File: config.mk
export PLATFORM = sky130hd
export DESIGN_NAME = free_running_timer_capture_compare
export DESIGN_NICKNAME = d
export VERILOG_FILES = /design/src/frt_pkg.sv /design/src/frt_tick_div.sv /design/src/frt_capture_ch.sv /design/src/free_running_timer_capture_compare.sv
export SDC_FILE = /design/constraint.sdc
export NUM_CORES = 1
export LEC_CHECK = 0
export ABC_CLOCK_PERIOD_IN_PS = 6700
export BUFFER_PORTS_ARGS = -buffer_cell sky130_fd_sc_hd__buf_2
export CAP_MARGIN = 0
export CORE_ASPECT_RATIO = 0.9
export CORE_UTILIZATION = 54
export DETAILED_ROUTE_END_ITERATION = 8
export GPL_ROUTABILITY_DRIVEN = 0
export PLACE_DENSITY = 0.85
export SYNTH_ARGS = -nofsm -noshare
export SYNTH_HDL_FRONTEND = slang
export SYNTH_HIERARCHICAL = 1
export SYNTH_SLANG_ARGS = --single-unit
File: constraint.sdc
create_clock -name sys_clk -period 6.7 [get_ports sys_clk]
set_input_delay 1.005 -clock sys_clk [delete_from_list [all_inputs] [get_ports sys_clk]]
set_output_delay 1.005 -clock sys_clk [all_outputs]
set_load 0.05 [all_outputs]
File: src/frt_pkg.sv
// Constants shared by the free-running timer, compare and capture logic.
// Assumes one 200 MHz clock and a synchronous active-high reset.
// Overview of operation
// - Counter starts at zero after reset
// - Counter is reference for compare and capture
// - Increment once per count clock tick
// - Overflow wraps counter to zero
// - Compare-clear mode clears on compare zero match
// - Writing clear bit clears counter
// - Writing zero while stopped clears counter
// - Overflow and compare match raise interrupts
// - Software clear immediate, match clear on tick
// - Compare equality sets compare flag
// - Valid edge latches counter and flags
// - Edge select 00 disables, else rise/fall/both
// - Flags clear on zero write, enables gate
// - Compare halts while timer stopped
package frt_pkg;
  localparam int CNT_W = 16;
  localparam logic [15:0] CNT_RESET = 16'h0000;
  localparam logic [15:0] CNT_MAX = 16'hFFFF;
  localparam logic [2:0] PRESCALE_RESET = 3'h0;
  localparam logic [1:0] EDGE_OFF = 2'h0;
  localparam logic [1:0] EDGE_RISE = 2'h1;
  localparam logic [1:0] EDGE_FALL = 2'h2;
  localparam logic [1:0] EDGE_BOTH = 2'h3;
endpackage

File: src/frt_tick_div.sv
// Count clock divider: one-cycle tick every 2**(sel+1) sys_clk cycles.
// Assumes sys_clk and synchronous reset; halted while stop is high.
`timescale 1ns/10ps
`default_nettype none
module frt_tick_div
  import frt_pkg::*;
(
  input wire logic sys_clk,
  input wire logic rst,
  input wire logic stop,
  input wire logic [2:0] sel,
  output logic tick
);
  logic [7:0] div_ff;
  logic [7:0] nxt_div;
  logic [7:0] mask;

  always_comb begin
    mask = 8'hFF >> (3'h7 - sel);
    nxt_div = stop ? div_ff : div_ff + 8'h01;
    tick = !stop && ((div_ff & mask) == mask);
  end

  always_ff @(posedge sys_clk) begin
    if (rst) begin
      div_ff <= 8'h00;
    end else begin
      div_ff <= nxt_div;
    end
  end
endmodule
`default_nettype wire

File: src/frt_capture_ch.sv
// One input capture channel: synchroniser, edge detector, data latch.
// Assumes the pin is asynchronous to sys_clk; flag clear is a pulse.
`timescale 1ns/10ps
`default_nettype none
module frt_capture_ch
  import frt_pkg::*;
(
  input wire logic sys_clk,
  input wire logic rst,
  input wire logic pin,
  input wire logic [1:0] edge_sel,
  input wire logic [15:0] count,
  input wire logic flag_clear,
  output logic [15:0] value,
  output logic flag
);
  logic sync1_ff, sync2_ff, last_ff, flag_ff;
  logic nxt_last, nxt_flag, hit;
  logic [15:0] value_ff, nxt_value;

  always_comb begin
    nxt_last = sync2_ff;
    case (edge_sel)
      EDGE_RISE: hit = sync2_ff && !last_ff;
      EDGE_FALL: hit = !sync2_ff && last_ff;
      EDGE_BOTH: hit = sync2_ff != last_ff;
      default: hit = 1'b0;
    endcase
    nxt_value = hit ? count : value_ff;
    nxt_flag = hit || (flag_ff && !flag_clear);
  end

  always_ff @(posedge sys_clk) begin
    if (rst) begin
      sync1_ff <= 1'b0;
      sync2_ff <= 1'b0;
      last_ff <= 1'b0;
      flag_ff <= 1'b0;
      value_ff <= CNT_RESET;
    end else begin
      sync1_ff <= pin;
      sync2_ff <= sync1_ff;
      last_ff <= nxt_last;
      flag_ff <= nxt_flag;
      value_ff <= nxt_value;
    end
  end

  assign value = value_ff;
  assign flag = flag_ff;

  a_capture_latch: assert property (@(posedge sys_clk) disable iff (rst)
    (edge_sel == EDGE_RISE && sync2_ff && !last_ff) |=>
    (flag_ff && value_ff == $past(count)))
    else $error("capture missed rising edge");
  a_capture_off: assert property (@(posedge sys_clk) disable iff (rst)
    (edge_sel == EDGE_OFF && !flag_ff) |=> !flag_ff)
    else $error("capture fired while disabled");
endmodule
`default_nettype wire

File: src/free_running_timer_capture_compare.sv
// Top: 16-bit free-running counter with one compare and capture channels.
// Assumes control ports are synchronous; write strobes are one-cycle pulses.
`timescale 1ns/10ps
`default_nettype none
module free_running_timer_capture_compare
  import frt_pkg::*;
#(
  parameter int N_CAP = 2
) (
  input wire logic sys_clk,
  input wire logic rst,
  input wire logic timer_stop,
  input wire logic [2:0] count_clock_sel,
  input wire logic compare_clear_mode,
  input wire logic overflow_irq_enable,
  input wire logic counter_clear_bit,
  input wire logic counter_write,
  input wire logic [15:0] counter_write_data,
  input wire logic overflow_flag_clear,
  input wire logic [15:0] compare_value_zero,
  input wire logic compare_enable,
  input wire logic compare_irq_enable_zero,
  input wire logic compare_flag_clear,
  input wire logic [N_CAP-1:0] capture_pin,
  input wire logic [2*N_CAP-1:0] capture_edge_select,
  input wire logic [N_CAP-1:0] capture_irq_enable,
  input wire logic [N_CAP-1:0] capture_flag_clear,
  output logic [15:0] timer_counter_data,
  output logic overflow_flag,
  output logic compare_match,
  output logic compare_flag_zero,
  output logic [16*N_CAP-1:0] capture_values,
  output logic [N_CAP-1:0] capture_flags,
  output logic timer_irq,
  output logic compare_irq,
  output logic [N_CAP-1:0] capture_irq
);
  import frt_pkg::*;

  logic tick;
  logic [15:0] cnt_ff, nxt_cnt;
  logic ovf_ff, nxt_ovf, match_ff, nxt_match, cflag_ff, nxt_cflag;
  logic tirq_ff, nxt_tirq, cirq_ff, nxt_cirq;
  logic [N_CAP-1:0] capirq_ff, nxt_capirq;
  logic [16*N_CAP-1:0] cap_val;
  logic [N_CAP-1:0] cap_flag;
  logic sw_clear, wrap, cmp_clear, eq;

  frt_tick_div u_div (
    .sys_clk(sys_clk),
    .rst(rst),
    .stop(timer_stop),
    .sel(count_clock_sel),
    .tick(tick)
  );

  genvar g;
  generate
    for (g = 0; g < N_CAP; g++) begin : g_cap
      frt_capture_ch u_cap (
        .sys_clk(sys_clk),
        .rst(rst),
        .pin(capture_pin[g]),
        .edge_sel(capture_edge_select[2*g +: 2]),
        .count(cnt_ff),
        .flag_clear(capture_flag_clear[g]),
        .value(cap_val[16*g +: 16]),
        .flag(cap_flag[g])
      );
    end
  endgenerate

  // Clear and load decode, shared by the counter and the flags
  always_comb begin
    eq = cnt_ff == compare_value_zero;
    // Software clear and stopped zero-write act at once
    sw_clear = counter_clear_bit;
    if (counter_write && timer_stop && counter_write_data == CNT_RESET) begin
      sw_clear = 1'b1;
    end
    // A match clear waits for the next count tick
    wrap = tick && cnt_ff == CNT_MAX;
    cmp_clear = tick && compare_clear_mode && eq;
  end

  // Counter: any clear wins over a load or a step
  always_comb begin
    if (sw_clear || cmp_clear || wrap) begin
      nxt_cnt = CNT_RESET;
    end else if (counter_write && timer_stop) begin
      nxt_cnt = counter_write_data;
    end else if (tick) begin
      nxt_cnt = cnt_ff + 16'h0001;
    end else begin
      nxt_cnt = cnt_ff;
    end
  end

  always_ff @(posedge sys_clk) begin
    if (rst) begin
      cnt_ff <= CNT_RESET;
    end else begin
      cnt_ff <= nxt_cnt;
    end
  end

  // Compare: one-cycle match pulse and a sticky flag
  always_comb begin
    // Compare only acts on count ticks, so it halts while stopped
    nxt_match = compare_enable && tick && eq;
    // A new match wins over a clear pulse in the same cycle
    nxt_cflag = nxt_match || (cflag_ff && !compare_flag_clear);
  end

  always_ff @(posedge sys_clk) begin
    if (rst) begin
      match_ff <= 1'b0;
      cflag_ff <= 1'b0;
    end else begin
      match_ff <= nxt_match;
      cflag_ff <= nxt_cflag;
    end
  end

  // Overflow flag, set even when another clear coincides with the wrap
  always_comb begin
    nxt_ovf = wrap || (ovf_ff && !overflow_flag_clear);
  end

  always_ff @(posedge sys_clk) begin
    if (rst) begin
      ovf_ff <= 1'b0;
    end else begin
      ovf_ff <= nxt_ovf;
    end
  end

  // Interrupt requests: each flag gated by its enable
  always_comb begin
    nxt_tirq = nxt_ovf && overflow_irq_enable;
    nxt_cirq = nxt_cflag && compare_irq_enable_zero;
    nxt_capirq = cap_flag & capture_irq_enable;
  end

  always_ff @(posedge sys_clk) begin
    if (rst) begin
      tirq_ff <= 1'b0;
      cirq_ff <= 1'b0;
      capirq_ff <= '0;
    end else begin
      tirq_ff <= nxt_tirq;
      cirq_ff <= nxt_cirq;
      capirq_ff <= nxt_capirq;
    end
  end

  assign timer_counter_data = cnt_ff;
  assign overflow_flag = ovf_ff;
  assign compare_match = match_ff;
  assign compare_flag_zero = cflag_ff;
  assign capture_values = cap_val;
  assign capture_flags = cap_flag;
  assign timer_irq = tirq_ff;
  assign compare_irq = cirq_ff;
  assign capture_irq = capirq_ff;

  a_reset_zero: assert property (@(posedge sys_clk)
    $past(rst) |-> cnt_ff == CNT_RESET)
    else $error("counter not zero after reset");
  a_count_step: assert property (@(posedge sys_clk) disable iff (rst)
    (tick && !counter_clear_bit && !counter_write && cnt_ff != CNT_MAX
     && !(compare_clear_mode && eq)) |=> cnt_ff == $past(cnt_ff) + 16'h0001)
    else $error("counter did not step on tick");
  a_wrap_zero: assert property (@(posedge sys_clk) disable iff (rst)
    (tick && cnt_ff == CNT_MAX) |=> (cnt_ff == CNT_RESET && ovf_ff))
    else $error("overflow did not wrap and flag");
  a_cmp_clear: assert property (@(posedge sys_clk) disable iff (rst)
    (tick && compare_clear_mode && eq) |=> cnt_ff == CNT_RESET)
    else $error("compare clear missed");
  a_sw_clear: assert property (@(posedge sys_clk) disable iff (rst)
    counter_clear_bit |=> cnt_ff == CNT_RESET)
    else $error("software clear missed");
  a_stop_zero: assert property (@(posedge sys_clk) disable iff (rst)
    (timer_stop && counter_write && counter_write_data == CNT_RESET)
    |=> cnt_ff == CNT_RESET)
    else $error("stopped zero write missed");
  a_ovf_irq: assert property (@(posedge sys_clk) disable iff (rst)
    (ovf_ff && overflow_irq_enable) |=> ##0 (tirq_ff || !overflow_irq_enable
     || !ovf_ff))
    else $error("overflow interrupt missing");
  a_cmp_flag: assert property (@(posedge sys_clk) disable iff (rst)
    (compare_enable && tick && eq) |=> (match_ff && cflag_ff))
    else $error("compare match not flagged");
  a_stop_hold: assert property (@(posedge sys_clk) disable iff (rst)
    timer_stop [*2] |-> !match_ff)
    else $error("compare active while stopped");
  a_flag_sticky: assert property (@(posedge sys_clk) disable iff (rst)
    (cflag_ff && !compare_flag_clear) |=> cflag_ff)
    else $error("compare flag lost without clear");

  // Without a tick or a request the counter holds
  a_cnt_hold: assert property (@(posedge sys_clk) disable iff (rst)
    (!tick && !counter_clear_bit && !counter_write)
    |=> cnt_ff == $past(cnt_ff))
    else $error("counter moved without tick");

  // Equality alone does not clear; the tick does
  a_match_tick: assert property (@(posedge sys_clk) disable iff (rst)
    (compare_clear_mode && eq && !tick && !counter_clear_bit
     && !counter_write) |=> cnt_ff == $past(cnt_ff))
    else $error("compare clear before tick");

  // A stopped write loads the counter
  a_stop_load: assert property (@(posedge sys_clk) disable iff (rst)
    (timer_stop && counter_write && !counter_clear_bit)
    |=> cnt_ff == $past(counter_write_data))
    else $error("stopped write not loaded");

  // A write while running is ignored
  a_run_no_load: assert property (@(posedge sys_clk) disable iff (rst)
    (!timer_stop && counter_write && !counter_clear_bit && !tick)
    |=> cnt_ff == $past(cnt_ff))
    else $error("running write was loaded");

  // Overflow flag stays until its clear pulse
  a_ovf_sticky: assert property (@(posedge sys_clk) disable iff (rst)
    (ovf_ff && !overflow_flag_clear)
    |=> ovf_ff)
    else $error("overflow flag lost");

  // Clear pulse drops the overflow flag
  a_ovf_clear: assert property (@(posedge sys_clk) disable iff (rst)
    (overflow_flag_clear && !wrap)
    |=> !ovf_ff)
    else $error("overflow flag not cleared");

  // Overflow flag rises only on a wrap
  a_ovf_only_wrap: assert property (@(posedge sys_clk) disable iff (rst)
    (!ovf_ff && !wrap)
    |=> !ovf_ff)
    else $error("overflow flag without wrap");

  // Clear pulse drops the compare flag
  a_cflag_clear: assert property (@(posedge sys_clk) disable iff (rst)
    (compare_flag_clear && !(compare_enable && tick && eq))
    |=> !cflag_ff)
    else $error("compare flag not cleared");

  // A match beats a coincident clear
  a_cflag_set_wins: assert property (@(posedge sys_clk) disable iff (rst)
    (compare_flag_clear && compare_enable && tick && eq)
    |=> cflag_ff)
    else $error("clear beat compare match");

  // Match pulse only on a tick with equality
  a_match_pulse: assert property (@(posedge sys_clk) disable iff (rst)
    !(compare_enable && tick && eq)
    |=> !match_ff)
    else $error("spurious compare match");

  // Disabled compare never matches
  a_cmp_disabled: assert property (@(posedge sys_clk) disable iff (rst)
    !compare_enable
    |=> !match_ff)
    else $error("compare matched while disabled");

  // Compare request follows its flag when enabled
  a_cmp_irq_set: assert property (@(posedge sys_clk) disable iff (rst)
    (cflag_ff && $past(compare_irq_enable_zero))
    |-> cirq_ff)
    else $error("compare interrupt missing");

  // No compare request without its flag
  a_cmp_irq_gate: assert property (@(posedge sys_clk) disable iff (rst)
    !cflag_ff
    |-> !cirq_ff)
    else $error("compare interrupt without flag");

  // No overflow request without its flag
  a_ovf_irq_gate: assert property (@(posedge sys_clk) disable iff (rst)
    !ovf_ff
    |-> !tirq_ff)
    else $error("overflow interrupt without flag");

  // Capture requests are gated by their enables
  a_cap_irq_gate: assert property (@(posedge sys_clk) disable iff (rst)
    (capture_irq_enable == '0)
    |=> (capirq_ff == '0))
    else $error("capture interrupt while disabled");

  // An enabled capture flag raises its request
  a_cap_irq_set: assert property (@(posedge sys_clk) disable iff (rst)
    ((cap_flag & capture_irq_enable) != '0)
    |=> (capirq_ff != '0))
    else $error("capture interrupt missing");

  // Coincident clears give zero and still flag the overflow
  a_coincide: assert property (@(posedge sys_clk) disable iff (rst)
    (counter_clear_bit && wrap)
    |=> (cnt_ff == CNT_RESET && ovf_ff))
    else $error("coincident clear lost overflow");

  // No count tick while stopped
  a_stop_no_tick: assert property (@(posedge sys_clk) disable iff (rst)
    timer_stop
    |-> !tick)
    else $error("tick while stopped");
endmodule
`default_nettype wire

==> impl_metrics.yaml <==
pwr:
  seq_power_share_pct: 48.7
  clock_power_share_pct: 41.8
  total_switching_power_w: 0.0002211
  p_comb_share_pct: 9.5
  cellInternalPower_w: 0.0006811
  p_sw_share_pct: 24.51
  ir_drop_v: 0.0001011
  power.leakage_nw: 1.863
  cellPowerDensity_mw_per_mm2: 224.6
worst_setup_path:
  critPathRequiredTime_ps: 6930
  critical_path_s_largest_stage_delay_ps: 620
  critical-path-slowest-cell: "sky130_fd_sc_hd__a21oi_1"
  cp.buffers_inverters: 2
  crit_arrival_ps: 3400
  worstSetupStartpointType: "primary input"
  worst_path_dominant_cell_family: "compound AO/OA/AOI/OAI gates"
  worstPathMaxFanout: 8
  path_cells: "buf_2 -> inv_1 -> o21ai_0 -> a221o_1 -> a21oi_1 -> nand3_1 -> nor3_2 -> nand2_1 -> xor2_1 -> a2111oi_2"
  cp.depth: 10
  criticalPathCategory: "primary input to flip-flop"
  worst_setup_path_end_kind: "flip-flop"
  timing.reg2reg.worst_path_depth: 9
timing:
  timing_worst_slew_pin_value_ps: 817.3
  report.final.slew_viol_count: 0
  timing.fmax_ghz: 0.3156
  maxSlewHeadroom_pct: 45.38
  timing.final.crit_share_pct: 47.30
  timing.final.setup_violations: 0
  rsz_0062_raised_after_global_routing: "false"
  clock_skew_ps: 7.548
  period_needed_ps: 3169
  setup_total_negative_slack_ps: 0
  timing_hold_violations_final: 0
cts:
  cts.repair_timing.setup_buffer_count: 0
  path_clk_slew_ps: 80
  clock_insertion_delay_at_the_later_pin_of_the_skew_report_ps: 330
  root_buffer: "sky130_fd_sc_hd__clkbuf_8"
  tritoncts_num_sinks: 71
  cts.hold.buffers_added: 0
  ctsLongestPathBuffers: 2
  cts_tree: "built"
  cts.htree.levels: 3
  cts.repair.resized: 0
  cts-buffers-inserted: 9
global_route:
  first_global_vias: 2628
  grt_pass1_wl_um: 12970
  number_of_antenna_violations_at_the_first_check_in_global_routing: 0
  grt_max_degree: 30
  overall_global_routing_usage_pct: 26.42
  grt_overflow_total: 0
die:
  cell_row_count: 26
  floorplan.die_area_mm2: 0.006344
  initial_core_utilization_pct: 56.54
  die-width_um: 83.85
  die_height_um: 75.66
  design.portCount: 113
  core-area_mm2: 0.005758
routing:
  wirelength_um: 8376
  number_of_drc_violations_after_detailed_routing_iteration_0: 209
  post_drt_via_cell_ratio: 5.663
  detailedRoute.firstPassIterationCount: 6
  routed_antenna_nets: 0
  drc_errors: 24
  wl_per_cell_um: 16.49
  routed-via-count: 2877
layout:
  instances_no_fill: 508
  synthToLayoutAreaGrowth_pct: 23.40
  drive_gt1_share_pct: 34.47
  num_antenna_cells: 0
  nets: 495
  fin_util_pct: 69.77
  finalInstanceArea_mm2: 0.004018
logic_synthesis:
  synth_largest_area_cell: "sky130_fd_sc_hd__dfxtp_1"
  number_of_warnings_printed_during_yosys_synthesis: 6
  synth.yosys.seq_area_share_pct: 43.66
  synth.net_count: 385
  syn_area_per_cell_um2: 10.08
  synth_area_mm2: 0.003256
  synth.ff_latch_count: 71
  synth.area.top_cells: "sky130_fd_sc_hd__dfxtp_1 (44%), sky130_fd_sc_hd__a22o_1 (8.6%), sky130_fd_sc_hd__xor2_1 (5.6%)"
  syn-instance-count: 323
  synth.distinct_cells: 45
  netlist.area_leader.share_pct: 43.66
  synth_edf_count: 0
  ys_dominant_reg_cell: "sky130_fd_sc_hd__dfxtp_1"
  synth-async-reset-ratio_pct: 0
worst_hold_path:
  min_delay_path_depth: 1
  min-delay-path-class: "flip-flop to flip-flop"
placed_design:
  place.detailed.hpwl_um: 6119
  dp.cells: 492
  postPlaceCellArea_mm2: 0.003795
  io_buffers: 112
run:
  max-cap-violations: 0
run_status:
  failed_checks: "design-rule violations"
  result_of_the_run: "finished with violations"
==> metal layers <==
| layer | vias up | global-route usage [%] | part of all wire (%) | routed length [um] |
|---|---|---|---|---|
| met5 | - | 0 | 0 | 0 |
| met4 | 0 | 10.73 | 1.5 | 127 |
| met3 | 9 | 3.900 | 6.1 | 513 |
| met2 | 113 | 42.53 | 46 | 3861 |
| met1 | 1364 | 36.36 | 46 | 3873 |
| li1 | 1391 | - | - | - |
==> area by class of cell <==
class	count	area [um2]
Sequential cell	71	1421
Clock buffer	11	141.4
Timing Repair Buffer	112	560.5
Inverter	13	48.80
Tap cell	70	87.58
Clock inverter	5	81.33
Fill cell	455	1740
Multi-Input combinational cell	226	1677
==> layout by cell type, fill, tap and decap left out, types with 5 or more instances in the layout <==
cell                       synthesis  final
sky130_fd_sc_hd__buf_2             2    112
sky130_fd_sc_hd__dfxtp_1          71     71
sky130_fd_sc_hd__a22o_1           32     32
sky130_fd_sc_hd__nor2_1           30     30
sky130_fd_sc_hd__xor2_1           21     21
sky130_fd_sc_hd__nand2_1          14     14
sky130_fd_sc_hd__xnor2_1          14     14
sky130_fd_sc_hd__inv_1            13     13
sky130_fd_sc_hd__a21oi_1          12     12
sky130_fd_sc_hd__nand4_1          11     11
sky130_fd_sc_hd__mux2i_1          11     11
sky130_fd_sc_hd__nor3_2           11     11
sky130_fd_sc_hd__clkbuf_8          0     10
sky130_fd_sc_hd__nor3_1            8      8
sky130_fd_sc_hd__nor4_1            7      7
sky130_fd_sc_hd__nor2b_1           7      7
sky130_fd_sc_hd__ha_1              6      6
sky130_fd_sc_hd__nand3_1           5      5
==> kinds of logic after synthesis <==
family          share of synthesized area, %
xor+xnor                               9.416
simple gates                           20.64
flops                                  43.66
buf+inv                                4.842
fa+ha+maj                              2.306
compound gates                         15.76
mux                                    3.382
==> registers in the layout, indices dropped and copies added (netlist names) <==
name and flops:
overflow_flag 1, g_cap.u_cap/flag 2, g_cap.u_cap/value 32, g_cap.u_cap/sync1_ff 2, timer_counter_data 16, g_cap.u_cap/nxt_last 2, compare_irq 1, compare_flag_zero 1
timer_irq 1, g_cap.u_cap/last_ff 2, capture_irq 2, u_div/div_ff 8, compare_match 1
==> worst paths after layout <==
check / start / endpoint / slack, ps
worst max-delay path: count_clock_sel[2] / timer_counter_data[9] / 3530
worst min register to register: g_cap[0].u_cap/sync1_ff / g_cap[0].u_cap/nxt_last / 450
worst max register to register: u_div/div_ff[2] / timer_counter_data[9] / 3860
worst min-delay path: g_cap[0].u_cap/sync1_ff / g_cap[0].u_cap/nxt_last / 450
==> power by group through the flow <==
stage | Combinational, W | Sequential [W] | Clock (W)
2_1_floorplan | 0.0000412 | 0.000459 | 0
3_3_place_gp | 0.0000816 | 0.000449 | 0
3_5_place_dp | 0.0000846 | 0.000449 | 0
4_1_cts | 0.0000851 | 0.000439 | 0.000380
5_1_grt | 0.0000925 | 0.000440 | 0.000397
6_report | 0.0000853 | 0.000440 | 0.000377
==> cells in the mapped netlist, types with 7 or more instances <==
| library cell | n |
|---|---|
| sky130_fd_sc_hd__nand4_1 | 11 |
| sky130_fd_sc_hd__nor2b_1 | 7 |
| sky130_fd_sc_hd__a21oi_1 | 12 |
| sky130_fd_sc_hd__nor3_1 | 8 |
| sky130_fd_sc_hd__nor2_1 | 30 |
| sky130_fd_sc_hd__dfxtp_1 | 71 |
| sky130_fd_sc_hd__inv_1 | 13 |
| sky130_fd_sc_hd__nand2_1 | 14 |
| sky130_fd_sc_hd__mux2i_1 | 11 |
| sky130_fd_sc_hd__xnor2_1 | 14 |
| sky130_fd_sc_hd__nor3_2 | 11 |
| sky130_fd_sc_hd__nor4_1 | 7 |
| sky130_fd_sc_hd__a22o_1 | 32 |
| sky130_fd_sc_hd__xor2_1 | 21 |
==> worst reg2reg max path: cells and delay by family, from the launching register on <==
kind / cells / cell delay, ps
AO/OA/AOI/OAI: 4 / 1260
flip-flops: 1 / 460
XOR/XNOR: 1 / 170
AND/OR/NAND/NOR: 4 / 850
==> through the flow <==
| step | hold slack, ps | total power, W | setup WS, ps |
|---|---|---|---|
| CTS | 455.7 | 0.0009043 | 3547 |
| global placement | 419.7 | 0.0005304 | 3346 |
| finish | 452.9 | 0.0009022 | 3531 |
| global route | 475.4 | 0.0009297 | 3325 |
| detailed placement | 435.4 | 0.0005339 | 3231 |
| floorplan | 413.8 | 0.0005003 | 3834 |
No activity file was read; power rests on OpenSTA's default activity.
